**src/front_end_defs.svh**
```systemverilog
`ifndef FRONT_END_DEFS_SVH
`define FRONT_END_DEFS_SVH

// Register offsets
`define OFS_POWER_DOWN      5'h02
`define OFS_SD_FLAG         5'h03
`define OFS_SD_WORD_HI      5'h04
`define OFS_SD_WORD_LO      5'h05
`define OFS_CLAMP           5'h07
`define OFS_ADC_CLOCK       5'h08
`define OFS_DIE_VERSION     5'h0C
`define OFS_TW_LSB          5'h0D
`define OFS_FINE_GAIN       5'h0E
`define OFS_TX_PATH         5'h0F
`define OFS_TW0_B0          5'h10
`define OFS_TW0_B1          5'h11
`define OFS_TW0_B2          5'h12
`define OFS_GAIN0           5'h13
`define OFS_TW1_B0          5'h14
`define OFS_TW1_B1          5'h15
`define OFS_TW1_B2          5'h16
`define OFS_GAIN1           5'h17

// Field positions
`define BIT_SD_FIXED        0
`define BIT_FLAG_OUT        1
`define BIT_ADC_TEN_ONLY    0
`define BIT_ADC_TWELVE_ONLY 1
`define BIT_ADC_IQ_SEVEN    3
`define BIT_ADC_IQ_CLK_OFF  4
`define BIT_ADC_FAST_EDGE   5
`define BIT_ADC_CLK_DIRECT  7
`define BIT_TX_SINGLE_TONE  0
`define BIT_TX_SPEC_INV     1
`define BIT_TX_SINC_BYPASS  2
`define BIT_TX_GAIN_MODE    3
`define BIT_TX_PROFILE      5

// Writable bit masks (fixed-zero bits stay zero)
`define MASK_SD_FLAG        8'h03
`define MASK_ADC_CLOCK      8'hBB
`define MASK_TW_LSB         8'h0F
`define MASK_FINE_GAIN      8'h0F
`define MASK_TX_PATH        8'h2F
`define MASK_CLAMP          8'h7F

// Reset values
`define RST_ZERO            8'h00
`define RST_CLAMP           7'h20

// Timing of the cable amplifier link
`define CLK_PERIOD_NS       8
`define LINK_HALF_NS        40
`define LINK_HALF_CYC       ((`LINK_HALF_NS + `CLK_PERIOD_NS - 1) / `CLK_PERIOD_NS)

// Serial control frame length in bits
`define FRAME_BITS          16

`endif

```
**src/front_end_pkg.sv**
```systemverilog
package front_end_pkg;

  // Link shifter states, one-hot
  typedef enum logic [3:0] {
    LINK_IDLE  = 4'b0001,
    LINK_LOW   = 4'b0010,
    LINK_HIGH  = 4'b0100,
    LINK_LATCH = 4'b1000
  } link_state_t;

  // Receive converter settings
  typedef struct packed {
    logic ten_bit_only;
    logic twelve_bit_only;
    logic iq_seven_bit;
    logic iq_clk_off;
    logic fast_edge;
    logic adc_clk_direct;
  } rx_cfg_t;

  // Transmit path settings
  typedef struct packed {
    logic single_tone;
    logic spectral_invert;
    logic sinc_bypass;
    logic gain_mode;
    logic profile_active;
  } tx_cfg_t;

  // Cable amplifier link pins
  typedef struct packed {
    logic clk;
    logic data;
    logic latch;
  } cable_amp_link_t;

  // Whole state of the register bank
  typedef struct packed {
    logic [7:0]      power_down;
    logic [7:0]      sd_flag;
    logic [11:0]     sd_word;
    logic [11:0]     sd_acc;
    logic            sd_out;
    logic            flag_out;
    logic [6:0]      clamp;
    logic [7:0]      adc_clock;
    logic [7:0]      tw_lsb;
    logic [7:0]      fine_gain;
    logic [7:0]      tx_path;
    logic [23:0]     tw0;
    logic [23:0]     tw1;
    logic [7:0]      gain0;
    logic [7:0]      gain1;
    logic            sclk_prev;
    logic [4:0]      bit_cnt;
    logic [15:0]     shift_in;
    logic [7:0]      shift_out;
    logic            sdo;
    link_state_t     link_st;
    logic [7:0]      link_div;
    logic [2:0]      link_bit;
    logic [7:0]      link_sh;
    cable_amp_link_t link;
    logic [7:0]      sent_gain;
    logic            sent_prof;
    logic [25:0]     tuning_word;
    logic [3:0]      dac_gain;
    logic [10:0]     clamp_offset;
    rx_cfg_t         rx_cfg;
    tx_cfg_t         tx_cfg;
  } state_t;

endpackage : front_end_pkg

```
**src/front_end_control_registers.sv**
```systemverilog
`timescale 1ns/1ps
`include "front_end_defs.svh"

module front_end_control_registers
  import front_end_pkg::*;
#(
  parameter logic [3:0] DIE_VERSION = 4'h1,   // Arbitrary value
  parameter int         LINK_HALF   = `LINK_HALF_CYC
) (
  input  wire logic            ref_clk,
  input  wire logic            nrst,
  input  wire logic            clk_en,
  input  wire logic            ctrl_cs_n,
  input  wire logic            ctrl_sclk,
  input  wire logic            ctrl_sdi,
  output logic                 ctrl_sdo,
  input  wire logic            profile_pin,
  output logic [7:0]           section_power_down,
  output logic                 sigma_delta_out,
  output logic                 general_flag_output,
  output logic [10:0]          clamp_offset,
  output rx_cfg_t              rx_cfg,
  output tx_cfg_t              tx_cfg,
  output logic [25:0]          carrier_tuning_word,
  output logic [3:0]           dac_fine_gain,
  output cable_amp_link_t      cable_amp_link
);

  // Divider must fit its counter and take at least one cycle
  initial begin
    if (LINK_HALF < 1 || LINK_HALF > 255) begin
      $error("LINK_HALF out of range");
    end
  end

  state_t st;       // Registered state
  state_t next_st;  // Next state

  // Whole bank lives in one packed struct
  // Clock enable gates only the final register
  // Helper terms below are all combinational
  // Nothing here runs on the control clock
  // Control clock is a sampled data input
  // Its edges are found against last sample
  // Host must hold each phase two cycles
  // Shorter phases can drop control bits
  // Link pins come straight from state
  // Outputs except section_power_down lag writes by one extra cycle

  // Coarse code selects one link bit
  // Code n sets bit n minus one
  // Code zero gives an empty word
  // Codes nine and up also give zero
  // Amplifier treats zero as lowest gain
  // Coarse code to link word: one bit set, code 0 and codes above 8 send zero
  function automatic logic [7:0] coarse_word(input logic [3:0] code);
    logic [7:0] w;
    w = 8'h00;
    if (code != 4'h0 && code <= 4'h8) begin
      w = 8'h01 << (code - 4'h1);
    end
    return w;
  endfunction : coarse_word

  // Read data is built once per frame
  // Loaded at the falling edge after bit eight
  // Address taken from the instruction byte
  // Revision nibble is a fixed parameter
  // Low modulator part reads back four bits
  // Upper nibble of that byte reads zero
  // Tuning bytes read back as stored
  // Gain bytes read back unmasked
  // Read mux over the register map, unmapped reads give zero
  function automatic logic [7:0] read_reg(input state_t s, input logic [4:0] a);
    logic [7:0] d;
    d = 8'h00;
    case (a)
      `OFS_POWER_DOWN:  d = s.power_down;
      `OFS_SD_FLAG:     d = s.sd_flag;
      `OFS_SD_WORD_HI:  d = s.sd_word[11:4];
      `OFS_SD_WORD_LO:  d = {4'h0, s.sd_word[3:0]};
      `OFS_CLAMP:       d = {1'b0, s.clamp};
      `OFS_ADC_CLOCK:   d = s.adc_clock;
      `OFS_DIE_VERSION: d = {4'h0, DIE_VERSION};
      `OFS_TW_LSB:      d = s.tw_lsb;
      `OFS_FINE_GAIN:   d = s.fine_gain;
      `OFS_TX_PATH:     d = s.tx_path;
      `OFS_TW0_B0:      d = s.tw0[7:0];
      `OFS_TW0_B1:      d = s.tw0[15:8];
      `OFS_TW0_B2:      d = s.tw0[23:16];
      `OFS_GAIN0:       d = s.gain0;
      `OFS_TW1_B0:      d = s.tw1[7:0];
      `OFS_TW1_B1:      d = s.tw1[15:8];
      `OFS_TW1_B2:      d = s.tw1[23:16];
      `OFS_GAIN1:       d = s.gain1;
      default:          d = 8'h00;
    endcase
    return d;
  endfunction : read_reg

  // Profile select feeds several outputs
  // Both the tuning word and the link use it
  // Pin is taken as already synchronous
  // A glitch on it would start a link send
  // Gain mode changes the link word and the fine gain source
  // Mode change itself sends nothing new
  // Helper terms of the current state
  logic       sclk_rise;    // Rising edge of control clock
  logic       sclk_fall;    // Falling edge of control clock
  logic       prof_sel;     // Active profile
  logic [7:0] active_gain;  // Gain byte of active profile
  logic [7:0] link_word;    // Word the link must carry
  logic [4:0] cmd_addr;     // Address of current frame
  logic       cmd_read;     // Frame is a read

  always_comb begin
    sclk_rise   = ctrl_sclk & ~st.sclk_prev;
    sclk_fall   = ~ctrl_sclk & st.sclk_prev;
    // Bit and pin are ORed; host keeps the unused one low
    prof_sel    = st.tx_path[`BIT_TX_PROFILE] | profile_pin;
    active_gain = prof_sel ? st.gain1 : st.gain0;
    link_word   = st.tx_path[`BIT_TX_GAIN_MODE] ? coarse_word(active_gain[7:4])
                                                : active_gain;
    // Valid once eight bits are in: instruction byte sits in the low byte
    cmd_addr    = st.shift_in[4:0];
    cmd_read    = st.shift_in[7];
  end

  // Next-state logic for the whole bank
  always_comb begin
    logic [7:0]  wdata;
    logic [12:0] sd_sum;
    logic [7:0]  rdata;
    wdata   = 8'h00;
    rdata   = 8'h00;
    sd_sum  = 13'h0000;
    next_st = st;
    next_st.sclk_prev = ctrl_sclk;

    // Frame layout: read flag, two zeros,
    // five address bits, eight data bits
    // Select high clears the bit counter
    // An aborted frame therefore stores nothing
    // Rises past the sixteenth are ignored
    // Write lands on the sixteenth rise
    // Data byte is the last eight bits in
    // Fixed-zero bits are masked on store
    // Masking costs a gate per bit, no flop
    // Unmapped offsets are dropped silently
    // Serial control port: 16-bit frames, instruction then data, MSB first
    if (ctrl_cs_n) begin
      next_st.bit_cnt = 5'h00;
    end else if (sclk_rise && st.bit_cnt < 5'(`FRAME_BITS)) begin
      next_st.shift_in = {st.shift_in[14:0], ctrl_sdi};
      next_st.bit_cnt  = st.bit_cnt + 5'h01;
      // Last data bit completes a write
      if (st.bit_cnt == 5'(`FRAME_BITS - 1) && !st.shift_in[14]) begin
        wdata = {st.shift_in[6:0], ctrl_sdi};
        // fixed-zero bits are masked, so stray ones do not stick
        case (st.shift_in[11:7])
          `OFS_POWER_DOWN: next_st.power_down = wdata;
          `OFS_SD_FLAG:    next_st.sd_flag = wdata & `MASK_SD_FLAG;
          `OFS_SD_WORD_HI: next_st.sd_word[11:4] = wdata;
          `OFS_SD_WORD_LO: next_st.sd_word[3:0] = wdata[3:0];
          `OFS_CLAMP:      next_st.clamp = wdata[6:0];
          `OFS_ADC_CLOCK:  next_st.adc_clock = wdata & `MASK_ADC_CLOCK;
          `OFS_TW_LSB:     next_st.tw_lsb = wdata & `MASK_TW_LSB;
          `OFS_FINE_GAIN:  next_st.fine_gain = wdata & `MASK_FINE_GAIN;
          `OFS_TX_PATH:    next_st.tx_path = wdata & `MASK_TX_PATH;
          `OFS_TW0_B0:     next_st.tw0[7:0] = wdata;
          `OFS_TW0_B1:     next_st.tw0[15:8] = wdata;
          `OFS_TW0_B2:     next_st.tw0[23:16] = wdata;
          `OFS_GAIN0:      next_st.gain0 = wdata;
          `OFS_TW1_B0:     next_st.tw1[7:0] = wdata;
          `OFS_TW1_B1:     next_st.tw1[15:8] = wdata;
          `OFS_TW1_B2:     next_st.tw1[23:16] = wdata;
          `OFS_GAIN1:      next_st.gain1 = wdata;
          default:         next_st.power_down = st.power_down;  // Unmapped write ignored
        endcase
      end
    end

    // Read data: loaded once the instruction is in, shifted on falling edges
    if (!ctrl_cs_n && sclk_fall) begin
      if (st.bit_cnt == 5'h08 && cmd_read) begin
        rdata             = read_reg(st, cmd_addr);
        next_st.shift_out = rdata;
        next_st.sdo       = rdata[7];
      end else if (st.bit_cnt > 5'h08) begin
        next_st.sdo       = st.shift_out[6];
        next_st.shift_out = {st.shift_out[6:0], 1'b0};
      end
    end
    if (ctrl_cs_n) begin
      next_st.sdo = 1'b0;
    end

    // Accumulator adds the word each cycle
    // Word zero gives no pulses at all
    // Word all ones gives almost all ones
    // Output is a plain flop, filter off chip
    // Fixed mode shows the word's top bit
    // Accumulator keeps running meanwhile
    // So leaving fixed mode needs no restart
    // First-order modulator; carry out is the pulse density
    sd_sum         = {1'b0, st.sd_acc} + {1'b0, st.sd_word};
    next_st.sd_acc = sd_sum[11:0];
    if (st.sd_flag[`BIT_SD_FIXED]) begin
      next_st.sd_out = st.sd_word[11];
    end else begin
      next_st.sd_out = sd_sum[12];
    end
    next_st.flag_out = st.sd_flag[`BIT_FLAG_OUT];

    // Every config output but section_power_down is one cycle late
    // Keeps outputs free of decode glitches
    // Costs a flop per bit, judged cheap
    // Clamp offset is the value times sixteen
    // Range limits are left to the host
    // Values outside still shift cleanly
    // Registered copies of configuration outputs
    next_st.clamp_offset                 = {st.clamp, 4'h0};
    next_st.rx_cfg.ten_bit_only          = st.adc_clock[`BIT_ADC_TEN_ONLY];
    next_st.rx_cfg.twelve_bit_only       = st.adc_clock[`BIT_ADC_TWELVE_ONLY];
    next_st.rx_cfg.iq_seven_bit          = st.adc_clock[`BIT_ADC_IQ_SEVEN];
    next_st.rx_cfg.iq_clk_off            = st.adc_clock[`BIT_ADC_IQ_CLK_OFF];
    next_st.rx_cfg.fast_edge             = st.adc_clock[`BIT_ADC_FAST_EDGE];
    next_st.rx_cfg.adc_clk_direct        = st.adc_clock[`BIT_ADC_CLK_DIRECT];
    next_st.tx_cfg.single_tone           = st.tx_path[`BIT_TX_SINGLE_TONE];
    next_st.tx_cfg.spectral_invert       = st.tx_path[`BIT_TX_SPEC_INV];
    next_st.tx_cfg.sinc_bypass           = st.tx_path[`BIT_TX_SINC_BYPASS];
    next_st.tx_cfg.gain_mode             = st.tx_path[`BIT_TX_GAIN_MODE];
    next_st.tx_cfg.profile_active        = prof_sel;

    // Active tuning word: three bytes above the profile's own two bits of tw_lsb
    if (prof_sel) begin
      next_st.tuning_word = {st.tw1, st.tw_lsb[3:2]};
    end else begin
      next_st.tuning_word = {st.tw0, st.tw_lsb[1:0]};
    end

    // Fine gain source depends on gain control mode
    if (st.tx_path[`BIT_TX_GAIN_MODE]) begin
      next_st.dac_gain = active_gain[3:0];
    end else begin
      next_st.dac_gain = st.fine_gain[3:0];
    end

    // Link sends one byte, top bit first
    // Data is set while the link clock is low
    // Receiver takes it on the rising edge
    // Each phase lasts LINK_HALF cycles
    // After bit zero the latch pulses once
    // Latch and clock never rise together
    // Data returns low once the latch ends
    // Idle state compares with the last sent
    // Any difference starts a fresh send
    // Several changes during a send merge
    // Only the newest value is sent after
    // Link clock idles low between words
    // Link shifter: clock low with data, clock high, eight bits, latch
    next_st.link.latch = 1'b0;
    case (st.link_st)
      LINK_IDLE: begin
        next_st.link.clk = 1'b0;
        // Difference persists until sent, so a change mid-send is not lost
        if (active_gain != st.sent_gain || prof_sel != st.sent_prof) begin
          next_st.sent_gain = active_gain;
          next_st.sent_prof = prof_sel;
          next_st.link_sh   = link_word;
          next_st.link_bit  = 3'h7;
          next_st.link_div  = 8'(LINK_HALF - 1);
          next_st.link.data = link_word[7];
          next_st.link_st   = LINK_LOW;
        end
      end
      LINK_LOW: begin
        if (st.link_div == 8'h00) begin
          next_st.link.clk = 1'b1;
          next_st.link_div = 8'(LINK_HALF - 1);
          next_st.link_st  = LINK_HIGH;
        end else begin
          next_st.link_div = st.link_div - 8'h01;
        end
      end
      LINK_HIGH: begin
        if (st.link_div == 8'h00) begin
          next_st.link.clk = 1'b0;
          next_st.link_div = 8'(LINK_HALF - 1);
          if (st.link_bit == 3'h0) begin
            next_st.link.latch = 1'b1;
            next_st.link_st    = LINK_LATCH;
          end else begin
            next_st.link_bit  = st.link_bit - 3'h1;
            next_st.link_sh   = {st.link_sh[6:0], 1'b0};
            next_st.link.data = st.link_sh[6];
            next_st.link_st   = LINK_LOW;
          end
        end else begin
          next_st.link_div = st.link_div - 8'h01;
        end
      end
      LINK_LATCH: begin
        // Latch held for one half period
        if (st.link_div == 8'h00) begin
          next_st.link.data = 1'b0;
          next_st.link_st   = LINK_IDLE;
        end else begin
          next_st.link.latch = 1'b1;
          next_st.link_div   = st.link_div - 8'h01;
        end
      end
      default: begin
        next_st.link_st = LINK_IDLE;
      end
    endcase
  end

  // Asynchronous reset, released by edge
  // Reset loads constants only
  // Clamp and the idle link state are the nonzero resets
  // Its offset copy is preset to match
  // Link shifter starts idle after reset
  // Sent gain and profile reset to zero
  // So reset itself sends no link word
  // Frozen state keeps the link mid-word
  // State register; clock enable freezes everything
  always_ff @(posedge ref_clk or negedge nrst) begin
    if (!nrst) begin
      st              <= '0;
      st.clamp        <= `RST_CLAMP;
      st.clamp_offset <= {`RST_CLAMP, 4'h0};
      st.link_st      <= LINK_IDLE;
    end else if (clk_en) begin
      st <= next_st;
    end
  end

  // Plain wires from the state struct
  // No logic between flop and pin
  // Keeps output timing predictable
  // Host read data also comes from a flop
  // Outputs straight from state
  always_comb begin
    ctrl_sdo            = st.sdo;
    section_power_down  = st.power_down;
    sigma_delta_out     = st.sd_out;
    general_flag_output = st.flag_out;
    clamp_offset        = st.clamp_offset;
    rx_cfg              = st.rx_cfg;
    tx_cfg              = st.tx_cfg;
    carrier_tuning_word = st.tuning_word;
    dac_fine_gain       = st.dac_gain;
    cable_amp_link      = st.link;
  end

endmodule : front_end_control_registers

```
**config.mk**
```make
export PLATFORM = sky130hd
export DESIGN_NAME = front_end_control_registers
export DESIGN_NICKNAME = d
export VERILOG_FILES = /design/src/front_end_pkg.sv /design/src/front_end_control_registers.sv
export VERILOG_INCLUDE_DIRS = /design/src
export SDC_FILE = /design/constraint.sdc
export NUM_CORES = 1
export LEC_CHECK = 0
export ABC_AREA = 1
export ABC_CLOCK_PERIOD_IN_PS = 2400
export BUFFER_PORTS_ARGS = -buffer_cell sky130_fd_sc_hd__buf_2
export CORE_MARGIN = 2
export CORE_UTILIZATION = 40
export CTS_CLUSTER_DIAMETER = 150
export DETAILED_ROUTE_END_ITERATION = 6
export GPL_TIMING_DRIVEN = 0
export PLACE_DENSITY_LB_ADDON = 0.15
export SYNTH_ARGS = -nofsm -noshare
export SYNTH_HDL_FRONTEND = slang
export SYNTH_SLANG_ARGS = --single-unit
```
**constraint.sdc**
```tcl
create_clock -name ref_clk -period 2.4 [get_ports ref_clk]
set_clock_uncertainty 0.15 [all_clocks]
set_input_delay 0.12 -clock ref_clk [delete_from_list [all_inputs] [get_ports ref_clk]]
set_output_delay 0.12 -clock ref_clk [all_outputs]
set_load 0.02 [all_outputs]
```
==> run summary <==
Max Root-Sink Buffers = 3
total number of vias = 11000
initial antenna violation count = 0
number of synthesized flops with an enable pin = 0
Die Y = 179 um
Clock power frac = 0.386
Clock Pin Slew Worst Setup and Hold Paths = 0.06 ns
H-tree levels = 1
Post-Syn Area = 0.0122 sq mm
Syn Area/Cell = 7.80 sq um
drt wl/cell = 18.2 um
TritonCTS clock tree = done
RSZ-0062 raised after global routing = yes
Peak VDD IR = 0.000591 V
Hold Vio Cnt, Final = 0
WHS Endpoint = ctrl_sdo
vias per inst = 5.20
n_diodes = 0
leading area contributor after synthesis = dfrtp_1
post-DP HPWL = 27800 um
Max Clk Rate = 419 MHz
P_int = 7650 uW
Combinational Power Share = 0.213
antenna viol nets, final = 0
final setup vio count = 0
fin crit share = 0.994
Worst Slack Setup Final = 0.0139 ns
Top Usage Layer GRT = met2
status = complete, no violations
Worst Path Arrival = 2.62 ns
fin nets = 1731
Placed Cells = 2029
dominant cells by area after synthesis = dfrtp_1, nand2_1, o21ai_0
Site Rows = 63
r2r setup slk = 0.01 ns
Power Dens Cells = 766 mW/mm^2
synth warn = 0
FF+latch area = 0.00593 sq mm
Yosys top cell area share = 0.479
maximum fanout along the worst path = 5
Period minus WS final = 2.39 ns
Hold Path Origin = clk_en
P_sw = 3530 uW
I/O Pins = 73
DR iter-0 viols = 1034
actual slew at the worst max-slew pin = 0.962 ns
core area = 0.0299 sq mm
die width = 179 um
Place WS = -0.358 ns
met1 Usage GRT = 0.347
R2R depth = 13
max_cap viols = 0
Post-Syn Instances = 1566
final std cells w/o fill = 2111
Total Neg Setup Slack = 0 ns
reg2reg end = st[123]
GP Congestion = 0.954
PortBufs = 68
async set-reset flop share out of synthesis = 1.00
Root Driver = clkbuf_16
sequential power share = 0.401
switching part of the total power = 0.316
first-pass GRT wire length = 59700 um
largest net degree at the start of global routing = 104
path type of the worst setup path = register to register
Multi-input gate area = 0.00528 sq mm
CP Capture Type = register
Min-Delay Path Depth = 5
synthesized flop and latch total = 237
worst path required time = 2.63 ns
Lkg Pwr = 0.00714 uW
vias in the first global route = 10300
most frequent cells in the layout = nand2_1, dfrtp_1, o21ai_0
clk sinks = 237
commonest non-fill, non-tap cell in the layout = nand2_1
Final Max Slew Viols = 0
# DRC = 0
Filler cells = 2925
crit path launch type = register
grt met3 use = 0.0295
sequential area share after synthesis = 0.486
Post-synth top flop = dfrtp_1
total congestion overflow = 0
Netlist cell types = 44
Max-Slew Margin vs Limit = 0.358
Routed WL = 38400 um
met2 usage = 0.386
fin util = 0.488
worst r2r src = st[113]
area delta synth->final = 19.4%
layout cells sized above 1 = 0.178
DIE AREA = 0.0320 sq mm
First-pass DRT Iterations = 5
final total power = 11200 uW
Total GRT Usage = 0.245
Initial Util = 0.409
worst hold path class = input port to register
clock latency on the worst-skew pair = 0.56 ns
CTS Buf Count = 28
==> critical path: stages (launching register included) <==
cell and delay (ns):
dfrtp_1 0.37, ha_2 0.19, nand2_2 0.06, nor2_2 0.10, ha_2 0.18, inv_2 0.04, nor2_4 0.13, inv_2 0.07
nor2_4 0.16, buf_6 0.14, nand4_1 0.23, clkbuf_8 0.27, nand2_2 0.05, o21ai_1 0.05
==> layer usage <==
| layer | vias to the layer above | wire (um) |
|---|---|---|
| met2 | 363 | 17300 |
| met4 | 0 | 1540 |
| met5 | - | 0 |
| li1 | 5303 | - |
| met3 | 86 | 2430 |
| met1 | 5215 | 17100 |
==> cell usage after synthesis, types with 8 or more instances <==
cell type and number:
nand2_1 511, dfrtp_1 234, o21ai_0 223, nor2_1 113, inv_1 110, buf_4 67
nand3_1 58, clkbuf_1 43, nand4_1 35, a21oi_1 34, ha_1 19, o21ai_1 18
xor2_1 10, buf_2 8
==> repair_timing <==
action,CTS,global route
buffers inserted,10,16
pin swaps,0,11
hold buffers,5,0
gates cloned,2,2
hold endpoints to repair,252,0
resized for setup,21,103
setup endpoints to repair,103,104
==> flip-flops by register name, summed over array words and instances, names as in the netlist, 3 cells and up <==
name and count:
st 151, carrier_tuning_word 26, next_st 18, section_power_down 8, clamp_offset 7, rx_cfg 6, cmd_addr 5, tx_cfg 5
dac_fine_gain 4, cable_amp_link 3
==> power by group through the flow <==
| stage | registers [uW] | clock network, uW | logic [uW] |
|---|---|---|---|
| CTS | 4470 | 4390 | 2270 |
| finish | 4480 | 4320 | 2380 |
| detailed placement | 4530 | 0 | 2240 |
| floorplan | 4480 | 0 | 1550 |
| global route | 4510 | 4550 | 2660 |
| global placement | 4530 | 0 | 2200 |
==> final cells by class <==
type | instances | share of cell area
plain buffers | 123 | 0.0554
clock buffers | 41 | 0.0563
multi-input cells | 1093 | 0.362
flip-flops and latches | 237 | 0.407
inverters | 116 | 0.0301
clock inverters | 6 | 0.00721
well taps | 390 | 0.0335
repair buffers | 105 | 0.0486
==> through the flow <==
| step | hold WS, ns | area, sq um |
|---|---|---|
| floorplan | -0.326 | 12200 |
| global placement | 0.234 | 13100 |
| detailed placement | -0.0676 | 13100 |
| CTS | 0.0756 | 14200 |
| global route | 0.147 | 14600 |
| finish | 0.0812 | 14600 |
==> how the worst max path moves through the flow <==
stage / from / end / depth (start not counted)
2_1_floorplan: st[112] / st[123] / 13
3_3_place_gp: nrst / st[113] / 1
3_5_place_dp: st[112] / st[244] / 13
4_1_cts: cmd_addr[2] / st[90] / 10
5_1_grt: st[112] / st[92] / 12
6_report: st[113] / st[123] / 13
==> cells by family after synthesis <==
kind of cell / Yosys count / share of synthesized area
xor gates and xnor gates: 14 / 0.0100
and+or+nand+nor: 746 / 0.253
buffers and inverters: 239 / 0.0967
DFF: 237 / 0.486
other: 1 / 0.000307
AOI/OAI and AO/OA: 309 / 0.134
adders and majority gates: 20 / 0.0211
No activity file was read; power rests on OpenSTA's default activity.
